$ cat src/rtl/rcc_pkg.sv
// Constants for the read-channel control-input block.
// Assumes a byte-addressed register port with 8-bit data.
package rcc_pkg;
  // ----------------------------------------------------------------
  // Register map
  // ----------------------------------------------------------------
  localparam logic [7:0] COR_ADDR    = 8'h00;
  localparam logic [7:0] CTR_ADDR    = 8'h01;
  localparam logic [7:0] PDR_ADDR    = 8'h02;
  localparam logic [7:0] STATUS_ADDR = 8'h03;
  // ----------------------------------------------------------------
  // Field positions
  // ----------------------------------------------------------------
  localparam int COR_WGP_BIT    = 0;
  localparam int COR_NIBBLE_BIT = 1;
  localparam int COR_BYPASS_BIT = 3;
  localparam int CTR_VIT_BIT    = 0;
  // ----------------------------------------------------------------
  // Reset values
  // ----------------------------------------------------------------
  localparam logic [7:0] COR_RESET = 8'h01;
  localparam logic [7:0] CTR_RESET = 8'h00;
  localparam logic [7:0] PDR_RESET = 8'h00;
  localparam logic       PIN_IDLE  = 1'b1;
  // ----------------------------------------------------------------
  // Read reference clock source states
  // ----------------------------------------------------------------
  typedef enum logic [3:0] {
    RC_TBG    = 4'b0001,
    RC_WAIT   = 4'b0010,
    RC_SWITCH = 4'b0100,
    RC_VCO    = 4'b1000
  } rcc_rclk_t;
endpackage

$ cat src/rtl/rcc_core.sv
// Control-input decoding for a sampled-data disk read channel.
// Assumes all pins are sampled on clk and that clock pins are slow
// enough to be seen as levels at 200 MHz.
// Summary of operation
// - Low-impedance input high lowers AGC impedance; low keeps it high.
// - Fast-recovery input high runs the AGC charge pump in fast decay.
// - Power-down input low shuts sections, AGC, equalizer and modes; integrator selects and muxes stay live.
// - With power-down high, power register bits switch sections off.
// - AGC hold input low stops the charge pump; high lets loop run.
// - Equalizer freeze high holds tap weights until it returns low.
// - Bypass bit 3 feeds reference frequency to the separator.
// - Write clock rising edge captures NRZ data at selected width.
// - Read gate rise selects read data reference and starts sequences.
// - Read gate low locks separator PLL to time base output.
// - Write mode follows write gate at level set by polarity bit.
// - Servo integrator used when servo gate 1, data integrator when 0.
// - Viterbi test input reaches back end only when test bit set.
// - Direct-write enable low routes direct-write inputs to write flop.
// - Unconnected gate and control inputs other than power-down act as logic high.
// - Read clock stays on time base until sync, then glitch-free to VCO.
//
// Local design decisions: the address map and strobed register access.
`timescale 1ns/10ps
`default_nettype none
module rcc_core #(
  parameter int NRZ_W = 8
) (
  input  wire logic             clk,
  input  wire logic             rst_b,
  input  wire logic [7:0]       reg_addr,
  input  wire logic [7:0]       reg_wdata,
  input  wire logic             reg_wr,
  input  wire logic             reg_rd,
  output logic      [7:0]       reg_rdata,
  input  wire logic             low_impedance_ctl,
  input  wire logic             fast_recovery_ctl,
  input  wire logic             sleep_request_n,
  input  wire logic             agc_hold_n,
  input  wire logic             equalizer_freeze,
  input  wire logic             read_gate,
  input  wire logic             write_gate,
  input  wire logic             servo_gate,
  input  wire logic             direct_write2_enable_n,
  input  wire logic             write_clock,
  input  wire logic [NRZ_W-1:0] nrz_write_in,
  input  wire logic             reference_frequency_in,
  input  wire logic             separator_vco_in,
  input  wire logic             time_base_in,
  input  wire logic             sync_field_found,
  input  wire logic             viterbi_test_data_in,
  input  wire logic             detector_data_in,
  input  wire logic             direct_write_in,
  input  wire logic             encoder_write_bit,
  output logic                  low_impedance_on,
  output logic                  fast_decay_on,
  output logic                  sleep_active,
  output logic      [7:0]       section_power_on,
  output logic                  agc_pump_on,
  output logic                  equalizer_adapt_on,
  output logic                  separator_clock_bypass,
  output logic                  separator_clk_out,
  output logic                  pll_ref_read_data,
  output logic                  read_mode,
  output logic                  read_start,
  output logic                  write_mode,
  output logic                  servo_mode,
  output logic                  servo_agc_integrator,
  output logic                  data_agc_integrator,
  output logic                  backend_data_out,
  output logic                  write_flop_in,
  output logic                  rclk_out,
  output logic      [NRZ_W-1:0] write_word,
  output logic                  write_word_valid
);
  // ----------------------------------------------------------------
  // Input synchronisers
  // ----------------------------------------------------------------
  // Preset to the idle high level so an undriven pin reads high.
  localparam int NS = 9;
  logic [NS-1:0] pin_raw;
  logic [NS-1:0] sync1_q;
  logic [NS-1:0] sync2_q;
  assign pin_raw = {write_clock, direct_write2_enable_n, servo_gate,
                    write_gate, read_gate, equalizer_freeze, agc_hold_n,
                    fast_recovery_ctl, low_impedance_ctl};
  always_ff @(posedge clk or negedge rst_b) begin
    if (!rst_b) begin
      sync1_q <= {NS{rcc_pkg::PIN_IDLE}};
      sync2_q <= {NS{rcc_pkg::PIN_IDLE}};
    end else begin
      sync1_q <= pin_raw;
      sync2_q <= sync1_q;
    end
  end
  logic lz_s, fr_s, hold_s, eq_s, rg_s, wg_s, sg_s, dw_s, wclk_s;
  assign {wclk_s, dw_s, sg_s, wg_s, rg_s, eq_s, hold_s, fr_s, lz_s} = sync2_q;

  // Power-down has no idle level: it is sampled low so that an early
  // reset keeps the chip asleep until a real high arrives.
  logic pd1_q;
  logic pd2_q;
  always_ff @(posedge clk or negedge rst_b) begin
    if (!rst_b) begin
      pd1_q <= 1'b0;
      pd2_q <= 1'b0;
    end else begin
      pd1_q <= sleep_request_n;
      pd2_q <= pd1_q;
    end
  end

  // NRZ data is delayed by the same two stages as the write clock so
  // that the capture edge meets the word that went with it.
  logic [NRZ_W-1:0] nrz1_q;
  logic [NRZ_W-1:0] nrz2_q;
  always_ff @(posedge clk or negedge rst_b) begin
    if (!rst_b) begin
      nrz1_q <= '0;
      nrz2_q <= '0;
    end else begin
      nrz1_q <= nrz_write_in;
      nrz2_q <= nrz1_q;
    end
  end

  // ----------------------------------------------------------------
  // Register port
  // ----------------------------------------------------------------
  logic [7:0] cor_q;
  logic [7:0] ctr_q;
  logic [7:0] pdr_q;
  logic [7:0] status;
  rcc_pkg::rcc_rclk_t rc_q;
  rcc_pkg::rcc_rclk_t rc_d;
  always_ff @(posedge clk or negedge rst_b) begin
    if (!rst_b) begin
      cor_q <= rcc_pkg::COR_RESET;
      ctr_q <= rcc_pkg::CTR_RESET;
      pdr_q <= rcc_pkg::PDR_RESET;
    end else if (reg_wr) begin
      if (reg_addr == rcc_pkg::COR_ADDR) begin
        cor_q <= reg_wdata;
      end else if (reg_addr == rcc_pkg::CTR_ADDR) begin
        ctr_q <= reg_wdata;
      end else if (reg_addr == rcc_pkg::PDR_ADDR) begin
        pdr_q <= reg_wdata;
      end
    end
  end
  assign status = {rc_q, servo_mode, write_mode, read_mode, sleep_active};
  always_ff @(posedge clk or negedge rst_b) begin
    if (!rst_b) begin
      reg_rdata <= 8'h00;
    end else if (reg_rd) begin
      if (reg_addr == rcc_pkg::COR_ADDR) begin
        reg_rdata <= cor_q;
      end else if (reg_addr == rcc_pkg::CTR_ADDR) begin
        reg_rdata <= ctr_q;
      end else if (reg_addr == rcc_pkg::PDR_ADDR) begin
        reg_rdata <= pdr_q;
      end else if (reg_addr == rcc_pkg::STATUS_ADDR) begin
        reg_rdata <= status;
      end else begin
        reg_rdata <= 8'h00;
      end
    end else begin
      reg_rdata <= 8'h00;
    end
  end

  // ----------------------------------------------------------------
  // Mode decoding
  // ----------------------------------------------------------------
  logic awake;
  logic rg_prev_q;
  assign awake = pd2_q;
  assign sleep_active = !awake;
  assign section_power_on = awake ? ~pdr_q : 8'h00;
  assign low_impedance_on = awake & lz_s;
  assign fast_decay_on = awake & fr_s;
  assign agc_pump_on = awake & hold_s;
  assign equalizer_adapt_on = awake & !eq_s;
  assign read_mode = awake & rg_s;
  assign pll_ref_read_data = read_mode;
  assign write_mode = awake & (wg_s == cor_q[rcc_pkg::COR_WGP_BIT]);
  assign servo_mode = awake & sg_s;
  assign servo_agc_integrator = sg_s;
  assign data_agc_integrator = !sg_s;
  assign separator_clock_bypass = cor_q[rcc_pkg::COR_BYPASS_BIT];
  assign separator_clk_out = separator_clock_bypass ?
                             reference_frequency_in : separator_vco_in;
  assign backend_data_out = ctr_q[rcc_pkg::CTR_VIT_BIT] ?
                            viterbi_test_data_in : detector_data_in;
  assign write_flop_in = !dw_s ? direct_write_in : encoder_write_bit;

  always_ff @(posedge clk or negedge rst_b) begin
    if (!rst_b) begin
      rg_prev_q <= 1'b0;
    end else begin
      rg_prev_q <= read_mode;
    end
  end
  assign read_start = read_mode & !rg_prev_q;

  // ----------------------------------------------------------------
  // NRZ write capture
  // ----------------------------------------------------------------
  // Nibble mode takes the low half-bus twice, upper nibble first.
  localparam int HW = NRZ_W / 2;
  logic             wclk_prev_q;
  logic             wclk_rise;
  logic             half_q;
  logic [HW-1:0]    hi_nib_q;
  assign wclk_rise = wclk_s & !wclk_prev_q;
  always_ff @(posedge clk or negedge rst_b) begin
    if (!rst_b) begin
      wclk_prev_q      <= rcc_pkg::PIN_IDLE;
      half_q           <= 1'b0;
      hi_nib_q         <= '0;
      write_word       <= '0;
      write_word_valid <= 1'b0;
    end else begin
      wclk_prev_q      <= wclk_s;
      write_word_valid <= 1'b0;
      if (!write_mode) begin
        half_q <= 1'b0;
      end else if (wclk_rise) begin
        if (!cor_q[rcc_pkg::COR_NIBBLE_BIT]) begin
          write_word       <= nrz2_q;
          write_word_valid <= 1'b1;
        end else if (!half_q) begin
          hi_nib_q <= nrz2_q[HW-1:0];
          half_q   <= 1'b1;
        end else begin
          write_word       <= {hi_nib_q, nrz2_q[HW-1:0]};
          write_word_valid <= 1'b1;
          half_q           <= 1'b0;
        end
      end
    end
  end

  // ----------------------------------------------------------------
  // Read reference clock source
  // ----------------------------------------------------------------
  // The output is parked low while switching and the new source is
  // joined only at one of its low phases, so no runt pulse appears.
  always_comb begin
    rc_d = rc_q;
    case (rc_q)
      rcc_pkg::RC_TBG: begin
        if (read_start) begin
          rc_d = rcc_pkg::RC_WAIT;
        end
      end
      rcc_pkg::RC_WAIT: begin
        if (!read_mode) begin
          rc_d = rcc_pkg::RC_TBG;
        end else if (sync_field_found && !rclk_out) begin
          rc_d = rcc_pkg::RC_SWITCH;
        end
      end
      rcc_pkg::RC_SWITCH: begin
        if (read_mode && !separator_vco_in) begin
          rc_d = rcc_pkg::RC_VCO;
        end else if (!read_mode && !time_base_in) begin
          rc_d = rcc_pkg::RC_TBG;
        end
      end
      rcc_pkg::RC_VCO: begin
        if (!read_mode && !rclk_out) begin
          rc_d = rcc_pkg::RC_SWITCH;
        end
      end
      default: begin
        rc_d = rcc_pkg::RC_TBG;
      end
    endcase
  end
  always_ff @(posedge clk or negedge rst_b) begin
    if (!rst_b) begin
      rc_q <= rcc_pkg::RC_TBG;
    end else begin
      rc_q <= rc_d;
    end
  end
  always_ff @(posedge clk or negedge rst_b) begin
    if (!rst_b) begin
      rclk_out <= 1'b0;
    end else if (rc_d == rcc_pkg::RC_VCO) begin
      rclk_out <= separator_vco_in;
    end else if (rc_d == rcc_pkg::RC_SWITCH) begin
      rclk_out <= 1'b0;
    end else begin
      rclk_out <= time_base_in;
    end
  end
endmodule
`default_nettype wire

$ cat config.mk
export PLATFORM = sky130hd
export DESIGN_NAME = rcc_core
export DESIGN_NICKNAME = d
export VERILOG_FILES = /design/src/rtl/rcc_pkg.sv /design/src/rtl/rcc_core.sv
export SDC_FILE = /design/constraint.sdc
export NUM_CORES = 1
export LEC_CHECK = 0
export BUFFER_PORTS_ARGS = -buffer_cell sky130_fd_sc_hd__buf_4
export CORE_ASPECT_RATIO = 0.6
export CORE_MARGIN = 3
export CORE_UTILIZATION = 52
export DETAILED_ROUTE_END_ITERATION = 12
export GPL_TIMING_DRIVEN = 0
export PLACE_DENSITY = 0.9
export SYNTH_ARGS = -nofsm -noshare
export SYNTH_HDL_FRONTEND = slang
export SYNTH_SLANG_ARGS = --single-unit
$ cat constraint.sdc
create_clock -name clk -period 2.15 [get_ports clk]
set_input_delay 0.5375 -clock clk [delete_from_list [all_inputs] [get_ports clk]]
set_output_delay 0.5375 -clock clk [all_outputs]
set_load 0.005 [all_outputs]
* Yosys cells after proc, flatten, opt, wreduce, memory -nomap -nowiden
Index checks and enable logic that the tools add are counted.
** Operators by class
- Equality and inequality tests :: 13
- Muxes and demuxes :: 28
- Bitwise gates (word level) :: 13
- Reduce and logical (&&, ||, !) cells :: 20
** Operators with widths (count)
- 8-bit 2-to-1 mux :: 8
- 4-bit 2-to-1 mux :: 6
- 8-bit by 2-bit equality test with 1-bit output, second input constant :: 2
- 4-bit case mux with 4 select lines :: 1
- 1-bit 2-to-1 mux :: 13
- 1-bit AND :: 9
- 1-bit zero test :: 9
- 4-bit by 3-bit equality test with 1-bit output, second input constant :: 2
- 4-bit equality test, second input constant :: 2
- 8-bit by 1-bit equality test with 1-bit output, second input constant :: 1
- 8-bit zero test :: 1
- 8-bit NOT :: 1
- 4-bit AND reduction :: 2
- 2-bit by 1-bit inequality test with 1-bit output, second input constant :: 3
- 3-bit AND reduction :: 2
- 4-bit by 1-bit equality test with 1-bit output, second input constant :: 1
- 4-bit by 2-bit equality test with 1-bit output, second input constant :: 1
- 1-bit logical AND :: 4
- 2-bit AND reduction :: 2
- 1-bit NOT :: 3
- 1-bit equality test :: 1
** Word-level totals
- Register bits :: 89
- Input bits :: 46
- Output and inout port bits :: 42
- Word-level logic and storage cells :: 92

* Longest topological paths before layout
- Depth in word-level cells :: 9
- Depth in mapped cells :: 5
- Depth with buffers taken out :: 4

* Least setup slack after synthesis
OpenSTA, ideal clock, no wires.
- Path kind :: in2reg
- Start point :: input reg_addr[0]
- End point :: register cor_q[1]
- Setup time :: 0.125 ns
- Arrival time :: 1.828 ns
- Required time :: 2.025 ns
- Path slack :: 0.197 ns
- Stages :: 4
- Buffers on the path :: 1
- Path through :: buf_6 > or4b_4 > nor3_4 > mux2_2
** Between the ends
- Longest elaborated chain between the ends :: 2
** RTL lines
- start: declaration :: RTL line rcc_core.sv:30 : input wire logic [7:0] reg_addr,
- 8-bit zero test :: RTL line rcc_core.sv:141 : if (reg_addr == rcc_pkg::COR_ADDR) begin
- 2-bit AND reduction (no line)
- end signal: assignment :: RTL line rcc_core.sv:137 : cor_q <= rcc_pkg::COR_RESET;
- end signal: assignment :: RTL line rcc_core.sv:142 : cor_q <= reg_wdata;
- end: declaration :: RTL line rcc_core.sv:129 : logic [7:0] cor_q;
No other way between the ends.
A chain may end at the register's enable or synchronous reset.

* Worst setup path in the final report
- Start point :: register pd2_q, in the netlist awake
- End point :: output read_mode
** Between the ends
- Longest elaborated chain between the ends :: 1
** RTL lines
- start: declaration :: RTL line rcc_core.sv:101 : logic pd2_q;
- start signal: assignment :: RTL line rcc_core.sv:108 : pd2_q <= pd1_q;
- 1-bit AND :: RTL line rcc_core.sv:183 : assign read_mode = awake & rg_s;
- end: declaration :: RTL line rcc_core.sv:63 : output logic read_mode,
No other way between the ends.

==> results.yml <==
final_layout:
  num-fill-cells: 420
  drive_above_1_share: 0.5613
  diodes: 0
  layout.cells.non_filler: 410
  area.growth.synth_to_final_pct: 27.58
  finalNetCount: 367
floorplan:
  core_area_sq_um: 6248
  die-area_sq_um: 7648
  initial_core_util: 0.5497
  die_w_microns: 110.9
  std_cell_rows: 22
  ioPinCount: 88
  die_h_microns: 68.95
clock_network:
  postCtsSetupRepairBufs: 0
  cts_root_buf: "clkbuf_8"
  clk_latency_ns: 0.35
  h-tree-depth: 3
  clock_sinks: 89
  clk_pin_slew_worst_paths_ns: 0.08
  postCtsHoldBufs: 0
  numCtsBuffers: 9
  clock_path_buffers: 2
  tritoncts: "built"
synthesis:
  synth_edf_count: 0
  syn-num-nets: 270
  synthSimpleGateAreaFrac: 0.09836
  netlist_area_sq_um: 3435
  yosysUniqueCellTypes: 40
  netlist.area_leader.share: 0.4954
  syn_avg_cell_area_sq_um: 15.33
  synth_compound_area_frac: 0.02914
  synth-xor-area-share: 0.007650
  yosysSeqAreaShare: 0.6561
  synth_top_flop_cell: "dfrtp_1"
  yosys.area_share.adder: 0
  synthMuxAreaShare: 0.1898
  async_reset_ff_frac: 1.000
  synthTopCellsByCount: "68 x dfrtp_1, 42 x mux2_2, 21 x dfstp_2, 13 x nor2_1, 12 x nor2b_1"
  synth_warnings: 0
  ys_ff_latch: 89
  netlist.top_cell.by_area: "dfrtp_1"
  synth_top_family_by_area: "multiplexers"
  synth_cells: 224
  synthMostInstantiatedCell: "dfrtp_1"
  ys_top_cells_by_area: "dfrtp_1 50%, dfstp_2 16%, mux2_2 14%"
sta:
  setup_violations: 0
  final.setup.worst_slack_ns: 0.1168
  hold_viol_final: 0
  period_share: 0.9457
  finClkSkew_ns: 0.007500
  tns_ns: 0
  worstMarginPinSlew_ns: 1.055
  fin_crit_ns: 2.033
  slew_viol_final: 0
  slew_headroom: 0.2965
  rsz0062_at_grt: "false"
  max_freq_mhz: 491.8
worst_setup_path:
  start_kind: "flop"
  worstPathArrival_ns: 1.50
  critPathCaptureType: "output port"
  worstPathMaxFanout: 10
  required_ns: 1.61
  critPathKind: "flop to output port"
run_status:
  status: "complete, no violations"
power:
  intPower_mw: 2.542
  sequentialPowerShare: 0.557
  power_density_nw_per_um2: 755.6
  p_clk_frac: 0.334
  power.switching_mw: 0.7689
  p_comb_frac: 0.110
  p_sw_frac: 0.2322
  p_leak_nw: 2.096
  total_power_mw: 3.311
  ir_drop_v: 0.0004351
detailed_routing:
  drc: 0
  wl_microns: 6929
  ant_nets: 0
  viasPerCell: 5.256
  avgRoutedWirePerCell_microns: 16.90
  drtPass1Iterations: 4
  num_vias: 2155
  first_iter_violations: 116
placement:
  dp_slack_ns: -0.08494
  gp_congestion: 0.8084
  place_inst: 394
  io_buffers: 86
  post-dp-hpwl_microns: 5084
min_path:
  hold_path.class: "primary input to flop"
global_routing:
  grt_first_pass_wirelength_microns: 10740
  use_met1: 0.2349
  grt-busiest-layer: "met2"
  grt_util_met3: 0.07236
  met2_usage: 0.3218
  grt_start_max_net_pins: 90
  grt_use_total: 0.1892
  grt_pass1_vias: 2162
  antenna_found_initial: 0
  overflow: 0
flow_run:
  cap_viol_max_count: 0
[cells by family (layout without fill, tap and decap cells)]
family,after synthesis,count (layout)
buffers and inverters,14,116
AO/OA/AOI/OAI,14,14
multiplexers,51,51
flip-flops,89,89
XOR/XNOR,3,3
AND/OR/NAND/NOR,53,53
[worst paths after layout]
kind | from | to | slack (ns) | depth (start not counted)
worst max-delay path | awake | read_mode | 0.12 | 5
worst min-delay path | fast_recovery_ctl | sync1_q[1] | 0.29 | 1
worst max register to register | cor_q[0] | hi_nib_q[2] | 0.32 | 3
worst min register to register | nrz1_q[5] | nrz2_q[5] | 0.34 | 0
max in group asynchronous | rst_b | nrz2_q[2] | 1.09 | 1
min in group asynchronous | rst_b | reg_rdata[6] | 0.35 | 1
[metal layers]
| metal | part of all wire | up-vias |
|---|---|---|
| met4 | 0.0051 | 0 |
| met1 | 0.42 | 1073 |
| met3 | 0.092 | 6 |
| li1 | - | 982 |
| met2 | 0.48 | 94 |
| met5 | 0 | - |
[flip-flops by register name, indices dropped and copies added (netlist names), 8 cells and up]
signal,count
cor_q,8
ctr_q,8
nrz1_q,8
nrz2_q,8
pdr_q,8
reg_rdata,8
sync1_q,9
sync2_q,9
write_word,8
[cell usage in the layout (no fill, tap or decap), types with 2 or more instances in the layout]
cell	synthesis	routed
mux4_2	7	7
o21ai_0	2	2
nand2_1	3	3
clkinv_2	0	3
mux2_2	42	42
a21oi_1	4	4
clkbuf_2	0	2
nor2b_1	12	12
nand3b_1	3	3
nand3_1	2	2
nor2_1	13	13
dfstp_2	21	21
nor4b_1	2	2
nand2b_1	2	2
dfrtp_1	68	68
and2_1	6	6
xnor2_1	2	2
buf_4	1	87
inv_1	8	7
nor3_4	2	2
clkbuf_8	0	9
[power by group through the flow]
| stage | logic (mW) | clock network (mW) | registers, mW |
|---|---|---|---|
| floorplan | 0.146 | 0 | 1.86 |
| global placement | 0.357 | 0 | 1.87 |
| detailed placement | 0.369 | 0 | 1.88 |
| CTS | 0.371 | 1.13 | 1.84 |
| global route | 0.398 | 1.20 | 1.85 |
| finish | 0.364 | 1.10 | 1.84 |
[per-stage QoR]
stage / hold slack (ns) / util / cell area (sq um)
CTS: 0.2700 / 0.7012 / 4382
global placement: 0.3339 / 0.6698 / 4185
global route: 0.2567 / 0.7012 / 4382
finish: 0.2896 / 0.7012 / 4382
detailed placement: 0.3347 / 0.6698 / 4185
floorplan: 0.2419 / - / 3435
[what timing repair did]
| action | CTS | global route |
|---|---|---|
| endpoints found under the setup margin | 3 | 1 |
| resized for setup | 2 | 1 |
| pin swaps | 0 | 0 |
[area by class of cell]
cell class / instances / area, sq um / area share
clock buffers: 9 / 123.9 / 0.02827
repair buffers: 86 / 645.6 / 0.1473
plain buffers: 6 / 37.54 / 0.008567
multi-input cells: 121 / 1116 / 0.2547
flip-flops and latches: 89 / 2253 / 0.5143
well taps: 84 / 105.1 / 0.02399
inverters: 8 / 30.03 / 0.006853
clock inverters: 7 / 70.07 / 0.01599
[critical path, stage by stage (launching register included)]
cell and delay [ns]:
dfrtp_1 0.39, clkbuf_2 0.20, nand2_1 0.19, inv_2 0.11, buf_4 0.14, buf_4 0.12
No activity file was read; power rests on OpenSTA's default activity.
